--- config.mk ---
export PLATFORM = sky130hd
export DESIGN_NAME = ocf_core
export DESIGN_NICKNAME = d
export VERILOG_FILES = /design/src/rtl/ocf_core.v
export VERILOG_INCLUDE_DIRS = /design/src /design/src/rtl
export SDC_FILE = /design/constraint.sdc
export NUM_CORES = 1
export LEC_CHECK = 0
export BUFFER_PORTS_ARGS = -buffer_cell sky130_fd_sc_hd__buf_2
export CAP_MARGIN = 20
export CORE_MARGIN = 4
export CORE_UTILIZATION = 51
export CTS_CLUSTER_SIZE = 14
export DETAILED_ROUTE_END_ITERATION = 12
export PLACE_DENSITY = 0.77
export SLEW_MARGIN = 10
export SYNTH_ARGS = -nofsm -noshare
export SYNTH_HDL_FRONTEND = slang
export SYNTH_SLANG_ARGS = --single-unit
--- constraint.sdc ---
create_clock -name clk -period 2.89 [get_ports clk]
set_input_delay 0.4335 -clock clk [delete_from_list [all_inputs] [get_ports clk]]
set_output_delay 0.4335 -clock clk [all_outputs]
set_load 0.1 [all_outputs]
--- src/rtl/ocf_regs.vh ---
// How it works
// - any mode sets fault status, notifies host
// - mode 00 limits current forever
// - mode 01 limits until voltage floor breached
// - mode 10 limits for delay, then retries
// - mode 11 shuts down immediately, then retries
// - retry 001 gives one restart attempt
// - retry 010 gives two restart attempts
// - retry 111 restarts without limit
// - attempts exhausted means latched off
// - attempt spacing is delay count times unit
// - delay code decodes, top code 128 units
// - unit length from time-unit register
// - continuous retry stops on off or fault
`ifndef OCF_REGS_VH
`define OCF_REGS_VH
`define OCF_RESP_MSB 7
`define OCF_RESP_LSB 6
`define OCF_RETRY_MSB 5
`define OCF_RETRY_LSB 3
`define OCF_DLY_MSB 2
`define OCF_DLY_LSB 0
`define OCF_CFG_RESET 8'hC0
`define OCF_UNIT_RESET 16'h0001
`define OCF_RESP_IGNORE 2'h0
`define OCF_RESP_COND 2'h1
`define OCF_RESP_DELAY 2'h2
`define OCF_RESP_OFF 2'h3
`define OCF_RETRY_NONE 3'h0
`define OCF_RETRY_CONT 3'h7
`define OCF_RESTART_TIME 16'h0040
`endif

--- src/rtl/ocf_core.v ---
`timescale 1ns/100ps
`default_nettype none
`include "ocf_regs.vh"

module ocf_core (
  input wire clk,
  input wire rst_b,
  input wire cfg_we,
  input wire [7:0] cfg_wdata,
  input wire unit_we,
  input wire [15:0] unit_wdata,
  input wire oc_detect,
  input wire vout_below_floor,
  input wire output_on_cmd,
  input wire other_fault,
  input wire fault_clear,
  input wire restart_ok,
  output reg [7:0] cfg_rdata,
  output reg [15:0] unit_rdata,
  output reg oc_status,
  output reg host_alert_b,
  output reg output_enable,
  output reg current_limit,
  output reg latched_off,
  output reg [2:0] attempts_used
);

  localparam ST_RUN = 3'h0;
  localparam ST_LIMIT = 3'h1;
  localparam ST_WAIT = 3'h2;
  localparam ST_TRY = 3'h3;
  localparam ST_LATCH = 3'h4;

  reg [2:0] state;
  reg [2:0] next_state;
  reg [15:0] unit_cnt;
  reg [7:0] unit_num;
  reg [15:0] try_cnt;
  reg [7:0] dly_units;
  reg prev_on;
  wire [1:0] resp;
  wire [2:0] retry;
  wire unit_tick;
  wire delay_done;
  wire can_retry;
  wire turned_on;

  assign resp = cfg_rdata[`OCF_RESP_MSB:`OCF_RESP_LSB];
  assign retry = cfg_rdata[`OCF_RETRY_MSB:`OCF_RETRY_LSB];
  assign unit_tick = (unit_cnt >= unit_rdata);
  assign delay_done = unit_tick && (unit_num + 8'h01 >= dly_units);
  assign can_retry = (retry == `OCF_RETRY_CONT) || (attempts_used < retry);
  assign turned_on = output_on_cmd && !prev_on;

  always @* begin
    case (cfg_rdata[`OCF_DLY_MSB:`OCF_DLY_LSB])
      3'h0: dly_units = 8'h01;
      3'h1: dly_units = 8'h01;
      3'h2: dly_units = 8'h02;
      3'h3: dly_units = 8'h08;
      3'h4: dly_units = 8'h10;
      3'h5: dly_units = 8'h20;
      3'h6: dly_units = 8'h40;
      default: dly_units = 8'h80;
    endcase
  end

  ////////////////////////////////////////////////////////////////////////
  always @* begin
    next_state = state;
    case (state)
      ST_RUN: begin
        if (oc_detect) begin
          if (resp == `OCF_RESP_OFF)
            next_state = can_retry ? ST_WAIT : ST_LATCH;
          // already below floor, no limiting phase
          else if (resp == `OCF_RESP_COND && vout_below_floor)
            next_state = can_retry ? ST_WAIT : ST_LATCH;
          else
            next_state = ST_LIMIT;
        end
      end
      ST_LIMIT: begin
        if (!oc_detect)
          next_state = ST_RUN;
        else if (resp == `OCF_RESP_COND && vout_below_floor)
          next_state = can_retry ? ST_WAIT : ST_LATCH;
        else if (resp == `OCF_RESP_DELAY && delay_done)
          next_state = can_retry ? ST_WAIT : ST_LATCH;
        else if (resp == `OCF_RESP_OFF)
          next_state = can_retry ? ST_WAIT : ST_LATCH;
      end
      ST_WAIT: begin
        if (delay_done)
          next_state = ST_TRY;
      end
      ST_TRY: begin
        if (oc_detect)
          next_state = can_retry ? ST_WAIT : ST_LATCH;
        else if (restart_ok || try_cnt >= `OCF_RESTART_TIME)
          next_state = ST_RUN;
      end
      ST_LATCH: begin
        if (fault_clear || turned_on)
          next_state = ST_RUN;
      end
      default: next_state = ST_RUN;
    endcase
    // off or other fault ends retrying
    if (state != ST_LATCH && (!output_on_cmd || other_fault))
      next_state = ST_LATCH;
  end

  ////////////////////////////////////////////////////////////////////////
  always @(posedge clk) begin
    if (!rst_b) begin
      state <= ST_RUN;
      cfg_rdata <= `OCF_CFG_RESET;
      unit_rdata <= `OCF_UNIT_RESET;
      unit_cnt <= 16'h0000;
      unit_num <= 8'h00;
      try_cnt <= 16'h0000;
      attempts_used <= 3'h0;
      prev_on <= 1'b0;
      oc_status <= 1'b0;
      host_alert_b <= 1'b1;
      output_enable <= 1'b0;
      current_limit <= 1'b0;
      latched_off <= 1'b0;
    end else begin
      state <= next_state;
      prev_on <= output_on_cmd;
      if (cfg_we)
        cfg_rdata <= cfg_wdata;
      if (unit_we)
        unit_rdata <= unit_wdata;
      // timers restart on every state change
      if (next_state != state || unit_tick)
        unit_cnt <= 16'h0000;
      else
        unit_cnt <= unit_cnt + 16'h0001;
      if (next_state != state)
        unit_num <= 8'h00;
      else if (unit_tick && unit_num != 8'hFF)
        unit_num <= unit_num + 8'h01;
      if (state == ST_TRY && next_state == ST_TRY)
        try_cnt <= try_cnt + 16'h0001;
      else
        try_cnt <= 16'h0000;
      if (next_state == ST_TRY && state == ST_WAIT && attempts_used != 3'h7)
        attempts_used <= attempts_used + 3'h1;
      else if (next_state == ST_RUN && state != ST_RUN)
        attempts_used <= 3'h0;
      // sticky status, set wins over clear
      if (oc_detect)
        oc_status <= 1'b1;
      else if (fault_clear)
        oc_status <= 1'b0;
      host_alert_b <= !(oc_detect || (oc_status && !fault_clear));
      output_enable <= (next_state == ST_RUN) || (next_state == ST_LIMIT) ||
                       (next_state == ST_TRY);
      current_limit <= (next_state == ST_LIMIT);
      latched_off <= (next_state == ST_LATCH);
    end
  end

endmodule // ocf_core
`default_nettype wire

==> results of run 1 <==
## cells by family (layout without fill, tap and decap cells)
logic type,count (synthesis),in the layout
AOI/OAI and AO/OA,57,57
xor gates and xnor gates,30,30
adders and majority gates,31,31
buffers and inverters,48,156
DFF,76,76
muxes,28,28
other,1,9
and+or+nand+nor,174,174
## metal layers
layer  track usage (%)  vias up
li1                  -     1767
met1              23.8     1645
met2              34.0       71
met3              4.04       20
met4              8.10        0
met5                 0        -
## cell usage in the layout, fill, tap and decap left out, types with 3 or more instances in the layout
master	count
and2_1	5
ha_1	22
xor2_1	9
clkbuf_8	9
conb_1	9
o22ai_1	3
ha_4	7
nand2b_1	8
nor2_1	19
mux2i_1	27
nor3_2	11
xnor2_1	18
nand2_1	32
dfxtp_4	18
buf_6	3
inv_2	6
o21ai_0	3
buf_2	65
buf_4	36
nor4_1	3
nand3_1	20
xnor2_2	3
a211oi_2	3
nor2b_1	24
nor3b_1	3
and3_1	7
a21oi_1	12
inv_1	27
a31o_2	3
nor3_1	16
o21a_1	5
nand4_1	3
dfxtp_1	54
nand3b_1	4
dfxtp_2	4
## what timing repair did
item	in CTS	in global routing
pin swaps	11	16
setup buffers	6	7
gates cloned	0	1
endpoints found under the setup margin	36	38
gates resized for setup	19	36
## report_power, final
| group | switching [uW] | internal, uW | total [uW] | leakage (uW) |
|---|---|---|---|---|
| clock network | 398 | 399 | 796 | 0.0000932 |
| logic | 380 | 201 | 581 | 0.00156 |
| registers | 30.4 | 1080 | 1110 | 0.000636 |
## final cells by class
| type | count | share of cell area (%) |
|---|---|---|
| multi-input cells | 329 | 49.3 |
| flip-flops and latches | 76 | 29.6 |
| repair buffers | 107 | 12.9 |
| clock buffers | 10 | 2.37 |
| well taps | 102 | 2.37 |
| inverters | 33 | 2.30 |
| clock inverters | 6 | 1.16 |
## synth_stat cells, drive strengths merged, types with 2 or more instances
library cell / n
dfxtp: 76
inv: 33
nand2: 33
ha: 31
mux2i: 27
nor3: 27
nor2b: 25
nand3: 22
nor2: 21
xnor2: 21
a21oi: 15
clkbuf: 11
xor2: 9
and3: 8
nand2b: 8
o21ai: 7
and2: 6
o21a: 5
a211oi: 4
buf: 4
nand3b: 4
nor3b: 4
a31o: 3
nand4: 3
nor4: 3
o22ai: 3
or3: 3
or3b: 3
a2111oi: 2
a211o: 2
a2bb2oi: 2
o211ai: 2
o31ai: 2
## worst max path at each step
stage / endpoint / depth (start not counted) / slack [ns]
after global routing: unit_num[5] / 14 / -0.19
after floorplan: unit_cnt[10] / 11 / -0.11
after CTS: unit_num[7] / 13 / -0.08
after global placement: try_cnt[3] / 11 / -0.07
after detailed placement: try_cnt[2] / 12 / -0.18
final: unit_cnt[0] / 12 / -0.07
## worst register-to-register path, delay by kind of cell, from the launching register on
kind	cells	cell delay (ns)
AO/OA/AOI/OAI	5	0.96
AND/OR/NAND/NOR	3	0.94
buffers and inverters	3	0.44
flip-flops	1	0.37
adder cells (fa/ha/maj)	1	0.17
## through the flow
stage                     TNS (ns)  instances  util, %  hold slack [ns]
final                       -0.877        663     70.1            0.297
after global routing         -5.02        663     70.1            0.304
after CTS                    -1.33        656     66.5            0.290
after detailed placement     -2.85        634     62.4            0.472
after global placement      -0.691        634     62.4            0.440
after floorplan              -2.08        453        -            0.426
## flip-flops by register name (all words and copies together), names as in the netlist
| register | flops |
|---|---|
| current_limit | 1 |
| host_alert_b | 1 |
| unit_rdata | 16 |
| latched_off | 1 |
| state | 3 |
| unit_cnt | 16 |
| oc_status | 1 |
| try_cnt | 16 |
| prev_on | 1 |
| attempts_used | 3 |
| unit_num | 8 |
| cfg_rdata | 8 |
| output_enable | 1 |
==> qor.txt, run 1 <==
ANT nets after route: 0
Largest net degree at the start of global routing: 37
VDD IR-drop max: 0.378 mV
Worst-path clk slew: 0.08 ns
Hold/Removal Path Class: in -> reg
Grt total ovfl: 0
Critical path's largest stage delay: 0.39 ns
CTS tree: built
Inserted Clock Buffers: 9
Via Count: 3503
DRT Pass-1 Iters: 4
Area grow syn2layout: 33.6%
Worst path top cell family by delay: compound AO/OA/AOI/OAI gates
Sequential Area: 0.00159 mm^2
Worst slack, placed: -0.180 ns
RSZ-0062 raised after global routing: true
Hold Path Cell Cnt: 3
CP arrival: 3.22 ns
Die X: 96.9 um
Yosys warns: 0
Post-synth EDFFs: 0
Share of cells above drive strength 1: 36.7%
Final cycle utilization of the critical path: 102%
First DRT Iteration DRCs: 97
Setup-failing EPs final: 31
CTS sink cnt: 76
Multi-input logic area: 0.00266 mm^2
Clock Skew: 0.00979 ns
Slack of the critical path: -0.0696 ns
Root Buffer: clkbuf_8
Largest family of logic cells by synthesized area: simple AND/OR/NAND/NOR gates
Residual DRC count: 0
Leakage dissipation: 0.00229 uW
Post-synthesis sequential area ratio: 37.8%
Die ar.: 0.00939 mm^2
CP Cell Sequence: or3b_4 -> ha_4 -> or3_1 -> a211o_1 -> a221oi_4 -> buf_4 -> buf_4 -> a211oi_2 -> o21ai_2 -> o211ai_4 -> buf_4 -> nor4b_2
Post-synth top area cell: dfxtp_1
Filler cell count in the final layout: 614
Critical Path Sink Type: flop
WS Path Type: reg -> reg
Synth Cell Area: 0.00403 mm^2
PortBufs: 65
Vias per std cell: 5.28
Fmax achieved: 338 MHz
Setup crit start kind: flop
Clk buf depth: 2
Layout Nets: 621
Tot Pwr: 2490 uW
Worst R2R Start: cfg_rdata[1]
Placement Cell Area: 0.00480 mm^2
Post-Synth XOR/XNOR Area: 6.52%
Syn Area/Cell: 9.06 um^2
Met3 wire len: 336 um
Req. time, crit path: 3.15 ns
Post-synthesis compound-gate area fraction: 11.4%
Site row count: 32
DRT Wirelength: 9490 um
Most used DFF post-synth: dfxtp_1
Buf+Inv Stages, Crit Path: 3
Die H: 96.9 um
Met2 routed WL: 4930 um
Core area: 0.00769 mm^2
Final RePlAce weighted congestion: 0.878
Asr flop ratio synth: 0%
Endpoints failing hold: 0
Met1 WL: 4030 um
Worst-Skew Late Latency: 0.35 ns
Reg2reg path depth: 12
Post-synthesis simple-gate area fraction: 22.9%
RR Endpoint: unit_cnt[0]
Hold path endpoint: cfg_rdata[6]
Number of global-route vias before repair: 3462
Mux contribution to synthesized area: 6.99%
Final non-filler cell area: 0.00539 mm^2
Number of diodes: 0
Initial cell density of the core: 52.4%
Initial antenna violation count: 0
CTS H-Tree Depth: 3
Hold_sp: cfg_wdata[6]
Top sig layer: met4
Hold_buf cts: 0
Area share of the largest cell type after synthesis: 37.8%
Final HPWL DP: 6590 um
Post-synthesis cell type count: 58
PwrDens: 462 mW/mm^2
Crit path top cell by count: buf_4
Pins Over Slew Limit: 0
Slowest cell on the critical path: or3b_4
Worst-path fanout max: 3
Ports: 66
Fin crit period: 2.96 ns
Worst-margin pin slew: 0.567 ns
#FFs+latches synth: 76
Synth area leaders: dfxtp_1, ha_1, mux2i_1, xnor2_1, nor2b_1
Failing checks: negative setup slack
Gr usage total: 19.7%
First-pass GRT wire length: 15500 um
Max-slew headroom: 62.2%
Avg WL per Cell: 14.3 um
Syn Inst Count: 445
Post-Synth Adder-Cell Area: 9.62%
Crit. Startpoint: cfg_rdata[1]
Max-Cap Viols: 0
Status: finished, violations left
Flop2flop setup slack: -0.07 ns
(Power assumes the default switching activity.)
==> run 2, diff against run 1 <==
Settings changed: BUFFER_PORTS_ARGS -buffer_cell sky130_fd_sc_hd__buf_2 to -buffer_cell sky130_fd_sc_hd__buf_4, CORE_MARGIN 4 to not set.
==> run 2 against run 1 <==
  * The run still ends with negative setup slack left
  * Flip-flop and latch count unchanged
  * Sequential share of layout area down 0.61 points
  * Non-clock buffer count down 2
  * Clock-buffer cell count up 1
  * Clock skew up 0.0012 ns
  * Final area up 1.9%
  * Total power up 10%
  * Sequential power about the same
  * Utilization up 1.3 points
  * Critical path depth down 2
  * Critical endpoint is now unit_cnt[4]
  * Largest power group unchanged
  * Highest routed layer unchanged
==> qor.txt, run 2 (synthesis results as in run 1) <==
Status: finished, violations left
Failing checks: negative setup slack
RSZ-0062 raised after global routing: true
Initial cell density of the core: 52.4%
Final core occ: 71.4%
Initial antenna violation count: 0
Met3 Use GR: 4.21%
Clk buf depth: 2
Ports: 66
Setup-failing EPs final: 24
Final cycle utilization of the critical path: 103%
GRT busiest layer: met2
Number of global-route vias before repair: 3511
Root Buffer: clkbuf_8
Tot Pwr: 2740 uW
Fmax achieved: 335 MHz
Hold/Removal Path Class: in -> reg
CTS tree: built
Clock group share of total power: 38.0%
Crit. Startpoint: unit_rdata[9]
Leakage dissipation: 0.00232 uW
Die ar.: 0.00826 mm^2
Grt total ovfl: 0
Worst-Skew Late Latency: 0.35 ns
Pins Over Slew Limit: 0
WS Path Type: reg -> reg
Critical Path Sink Type: flop
Part of the power in registers: 40.5%
Worst-margin pin slew: 0.635 ns
First-pass GRT wire length: 15500 um
Setup TNS Final: -1.28 ns
CP Cell Sequence: inv_2 -> ha_4 -> nand4_1 -> or4_1 -> o32a_1 -> a2111oi_4 -> o31ai_4 -> o211ai_4 -> clkbuf_16 -> nor3_1
Slowest cell on the critical path: or4_1
Via Count: 3509
Area grow syn2layout: 36.1%
Met1 usage: 25.7%
PortBufs: 65
Clock Skew: 0.0110 ns
Endpoints failing hold: 0
Inserted Clock Buffers: 9
Max-slew headroom: 57.6%
Fin crit period: 2.98 ns
Largest net degree at the start of global routing: 37
Req. time, crit path: 3.13 ns
Critical path's largest stage delay: 0.53 ns
PwrDens: 499 mW/mm^2
Number of diodes: 0
First DRT Iteration DRCs: 179
Die X: 90.9 um
Flop2flop setup slack: -0.09 ns
P_int: 1950 uW
Max-Cap Viols: 0
Worst R2R Start: unit_rdata[9]
Commonest non-fill, non-tap cell in the layout: buf_4
Vias per std cell: 5.31
VDD IR-drop max: 0.357 mV
Placed Cells: 636
Final RePlAce weighted congestion: 0.846
Site row count: 32
Top Registers: try_cnt x16, unit_cnt x16, unit_rdata x16
CTS H-Tree Depth: 3
Slack of the critical path: -0.0938 ns
DRT Wirelength: 9470 um
Reg2reg path depth: 10
Logic pwr share: 21.4%
Layout Nets: 619
Worst-path fanout max: 8
Worst-path clk slew: 0.08 ns
Avg WL per Cell: 14.3 um
P_sw: 786 uW
Residual DRC count: 0
ANT nets after route: 0
Most frequent cells in the layout: buf_4, dfxtp_1, nand2_1
Crit path to: unit_cnt[4]
Grt met2 use: 44.1%
Setup crit start kind: flop
Die H: 90.9 um
Final HPWL DP: 6760 um
Placement Cell Area: 0.00498 mm^2
Core area: 0.00769 mm^2
CP arrival: 3.23 ns
Final non-filler cell area: 0.00549 mm^2
Share of cells above drive strength 1: 33.1%
DRT Pass-1 Iters: 4
RR Endpoint: unit_cnt[4]
CTS sink cnt: 76
Sw Share: 28.7%
Final non-filler cell total: 661
Gr usage total: 23.4%
==> run 2: final cells by class <==
cell class,count,area [um^2]
Clock inverter,5,125
Multi-Input combinational cell,329,2550
Tap cell,102,128
Inverter,33,124
Timing Repair Buffer,105,835
Sequential cell,76,1590
Fill cell,563,2200
Clock buffer,11,131
==> run 2: per-layer routing <==
metal	part of all wire, %	wire, um	vias up
met2	54	5130	63
li1	-	-	1752
met1	41	3900	1676
met5	0	0	-
met3	2.7	259	18
met4	1.9	182	0
==> run 2: timing repair <==
action,CTS,global route
setup buffers,4,4
hold buffers,0,0
endpoints found under the setup margin,36,39
cloned,0,1
endpoints found under the hold margin,0,0
pin swaps,6,15
gates resized for setup,18,12
==> run 2: metrics by stage <==
stage | worst slack (ns) | hold WS [ns]
4_1_cts | -0.0859 | 0.294
2_1_floorplan | -0.109 | 0.426
5_1_grt | -0.193 | 0.311
3_3_place_gp | -0.0472 | 0.438
6_report | -0.0938 | 0.299
3_5_place_dp | -0.205 | 0.450
==> run 2: worst min-delay path by stage <==
stage	start	end	slack, ns	depth (start not counted)
3_5_place_dp	try_cnt[0]	try_cnt[0]	0.45	1
6_report	cfg_wdata[6]	cfg_rdata[6]	0.30	3
3_3_place_gp	try_cnt[0]	try_cnt[0]	0.44	1
4_1_cts	unit_wdata[0]	unit_rdata[0]	0.29	3
5_1_grt	unit_wdata[0]	unit_rdata[0]	0.31	3
2_1_floorplan	try_cnt[0]	try_cnt[0]	0.43	1
==> run 2: power by group through the flow <==
| stage | clock network, uW | logic, uW | registers, uW |
|---|---|---|---|
| floorplan | 0 | 215 | 1310 |
| global placement | 0 | 534 | 1130 |
| detailed placement | 0 | 544 | 1140 |
| CTS | 1050 | 564 | 1110 |
| global route | 1110 | 624 | 1110 |
| finish | 1040 | 587 | 1110 |
==> run 2: worst max-delay path: cells and delay by family, from the launching register on <==
| kind | cells | cell delay (ns) |
|---|---|---|
| adders and majority gates | 1 | 0.25 |
| DFF | 1 | 0.35 |
| buffers and inverters | 2 | 0.26 |
| and+or+nand+nor | 3 | 0.72 |
| AOI/OAI and AO/OA | 4 | 1.30 |
==> run 3, diff against run 2 <==
Settings changed: CORE_UTILIZATION 51 to 53, CTS_BUF_LIST set to sky130_fd_sc_hd__clkbuf_4, PLACE_DENSITY 0.77 to 0.8.
==> run 3 against run 2 <==
  * The run still ends with negative setup slack left
  * Critical path depth did not move
  * Wire length is 4.0% higher
  * Via count rose by 0.71%
  * Fmax up 0.63%
  * Clock-buffer cell count decreased by 1
  * First-iteration DRC count rose by 1.1%
  * Critical endpoint is now unit_cnt[8]
  * Highest routed layer unchanged
==> qor.txt, run 3 (synthesis results as in run 1) <==
Sequential Area: 0.00159 mm^2
Commonest non-fill, non-tap cell in the layout: buf_4
First DRT Iteration DRCs: 181
Filler cell count in the final layout: 524
Largest net degree at the start of global routing: 37
WS Path Type: reg -> reg
Area grow syn2layout: 37.8%
Grt total ovfl: 0
Pins Over Slew Limit: 0
Critical Path Sink Type: flop
Initial cell density of the core: 55.3%
Max-Cap Viols: 0
Flop2flop setup slack: -0.08 ns
Worst-path fanout max: 7
Worst-Skew Late Latency: 0.44 ns
CP arrival: 3.29 ns
Clk buf depth: 2
Slowest cell on the critical path: or4_1
Failing checks: negative setup slack
Req. time, crit path: 3.22 ns
CTS tree: built
Setup-failing EPs final: 25
Max-slew headroom: 51.1%
ANT nets after route: 0
Final cycle utilization of the critical path: 103%
Residual DRC count: 0
Most frequent cells in the layout: buf_4, dfxtp_1, nand2_1
Hold_buf cts: 0
Root Buffer: clkbuf_4
Die X: 89.2 um
Placement Cell Area: 0.00499 mm^2
Crit path to: unit_cnt[8]
Ports: 66
Die ar.: 0.00796 mm^2
Clock Skew: 0.0123 ns
Leakage dissipation: 0.00231 uW
Multi-input logic area: 0.00270 mm^2
Critical path's largest stage delay: 0.54 ns
Fmax achieved: 337 MHz
Top Registers: try_cnt x16, unit_cnt x16, unit_rdata x16
Share of cells above drive strength 1: 37.6%
First-pass GRT wire length: 15200 um
Final RePlAce weighted congestion: 0.861
Initial antenna violation count: 0
Status: finished, violations left
Core area: 0.00729 mm^2
WHS: 0.211 ns
Gr usage total: 24.9%
VDD IR-drop max: 0.324 mV
CP Cell Sequence: inv_2 -> ha_4 -> nand4_1 -> or4_1 -> o32a_1 -> a2111oi_4 -> o31ai_4 -> buf_4 -> o21ai_4 -> nor3_1
Slack of the critical path: -0.0751 ns
Die H: 89.2 um
CTS sink cnt: 76
PortBufs: 65
Worst R2R Start: unit_rdata[11]
Number of diodes: 0
DRT Wirelength: 9840 um
Setup crit start kind: flop
Worst-margin pin slew: 0.734 ns
Final non-filler cell area: 0.00555 mm^2
Reg2reg path depth: 10
Inserted Clock Buffers: 9
Final HPWL DP: 6820 um
Vias per std cell: 5.33
RSZ-0062 raised after global routing: true
Worst-path clk slew: 0.12 ns
Number of global-route vias before repair: 3453
PwrDens: 439 mW/mm^2
DRT Pass-1 Iters: 5
Site row count: 31
RR Endpoint: unit_cnt[8]
Hold/Removal Path Class: in -> reg
Avg WL per Cell: 14.8 um
Layout Nets: 624
Endpoints failing hold: 0
Crit. Startpoint: unit_rdata[11]
Fin crit period: 2.97 ns
Via Count: 3534
CTS H-Tree Depth: 3
## run 3: worst min path at each step
stage	startpoint	endpoint	depth (start not counted)
floorplan	try_cnt[0]	try_cnt[0]	1
global placement	try_cnt[0]	try_cnt[0]	1
detailed placement	try_cnt[0]	try_cnt[0]	1
CTS	cfg_wdata[6]	cfg_rdata[6]	3
global route	cfg_wdata[6]	cfg_rdata[6]	3
finish	cfg_wdata[6]	cfg_rdata[6]	3
## run 3: metrics by stage
step	worst slack [ns]	util, %	total power (uW)	instances	TNS, ns
after global routing	-0.157	76.1	2530	663	-3.05
after global placement	-0.162	68.4	1670	635	-2.11
after floorplan	-0.109	-	1530	453	-2.08
final	-0.0751	76.1	2430	663	-0.630
after detailed placement	-0.283	68.4	1680	635	-6.76
after CTS	-0.0134	73.7	2420	660	-0.0462
## run 3: metal layers
metal | GRT usage [%] | vias up | wire length (um)
li1 | - | 1767 | -
met3 | 4.16 | 17 | 289
met5 | 0 | - | 0
met4 | 10.5 | 0 | 199
met2 | 45.3 | 68 | 5230
met1 | 28.9 | 1682 | 4130
## run 3: critical path, delay by kind of cell (launching register included)
kind / cells / cell delay, ns
fa+ha+maj: 1 / 0.25
compound gates: 4 / 1.24
simple gates: 3 / 0.79
flops: 1 / 0.37
buf+inv: 2 / 0.19
## run 3: layout make-up
cell class	instances	share of cell area (%)
Multi-Input combinational cell	329	48.7
Sequential cell	76	28.6
Timing Repair Buffer	110	15.5
Inverter	33	2.23
Tap cell	99	2.23
Clock inverter	6	1.42
Clock buffer	10	1.35
## run 3: power by group
group | total [uW] | internal, uW | switching, uW
combinational | 598 | 214 | 384
sequential | 1110 | 1080 | 31.2
clock | 726 | 354 | 372
total | 2430 | 1650 | 787
## run 3: timing repair
action	in CTS	in global routing
gates cloned	0	0
setup endpoints to repair	37	38
setup buffers	9	3
resized for setup	31	27
pin swaps	7	14
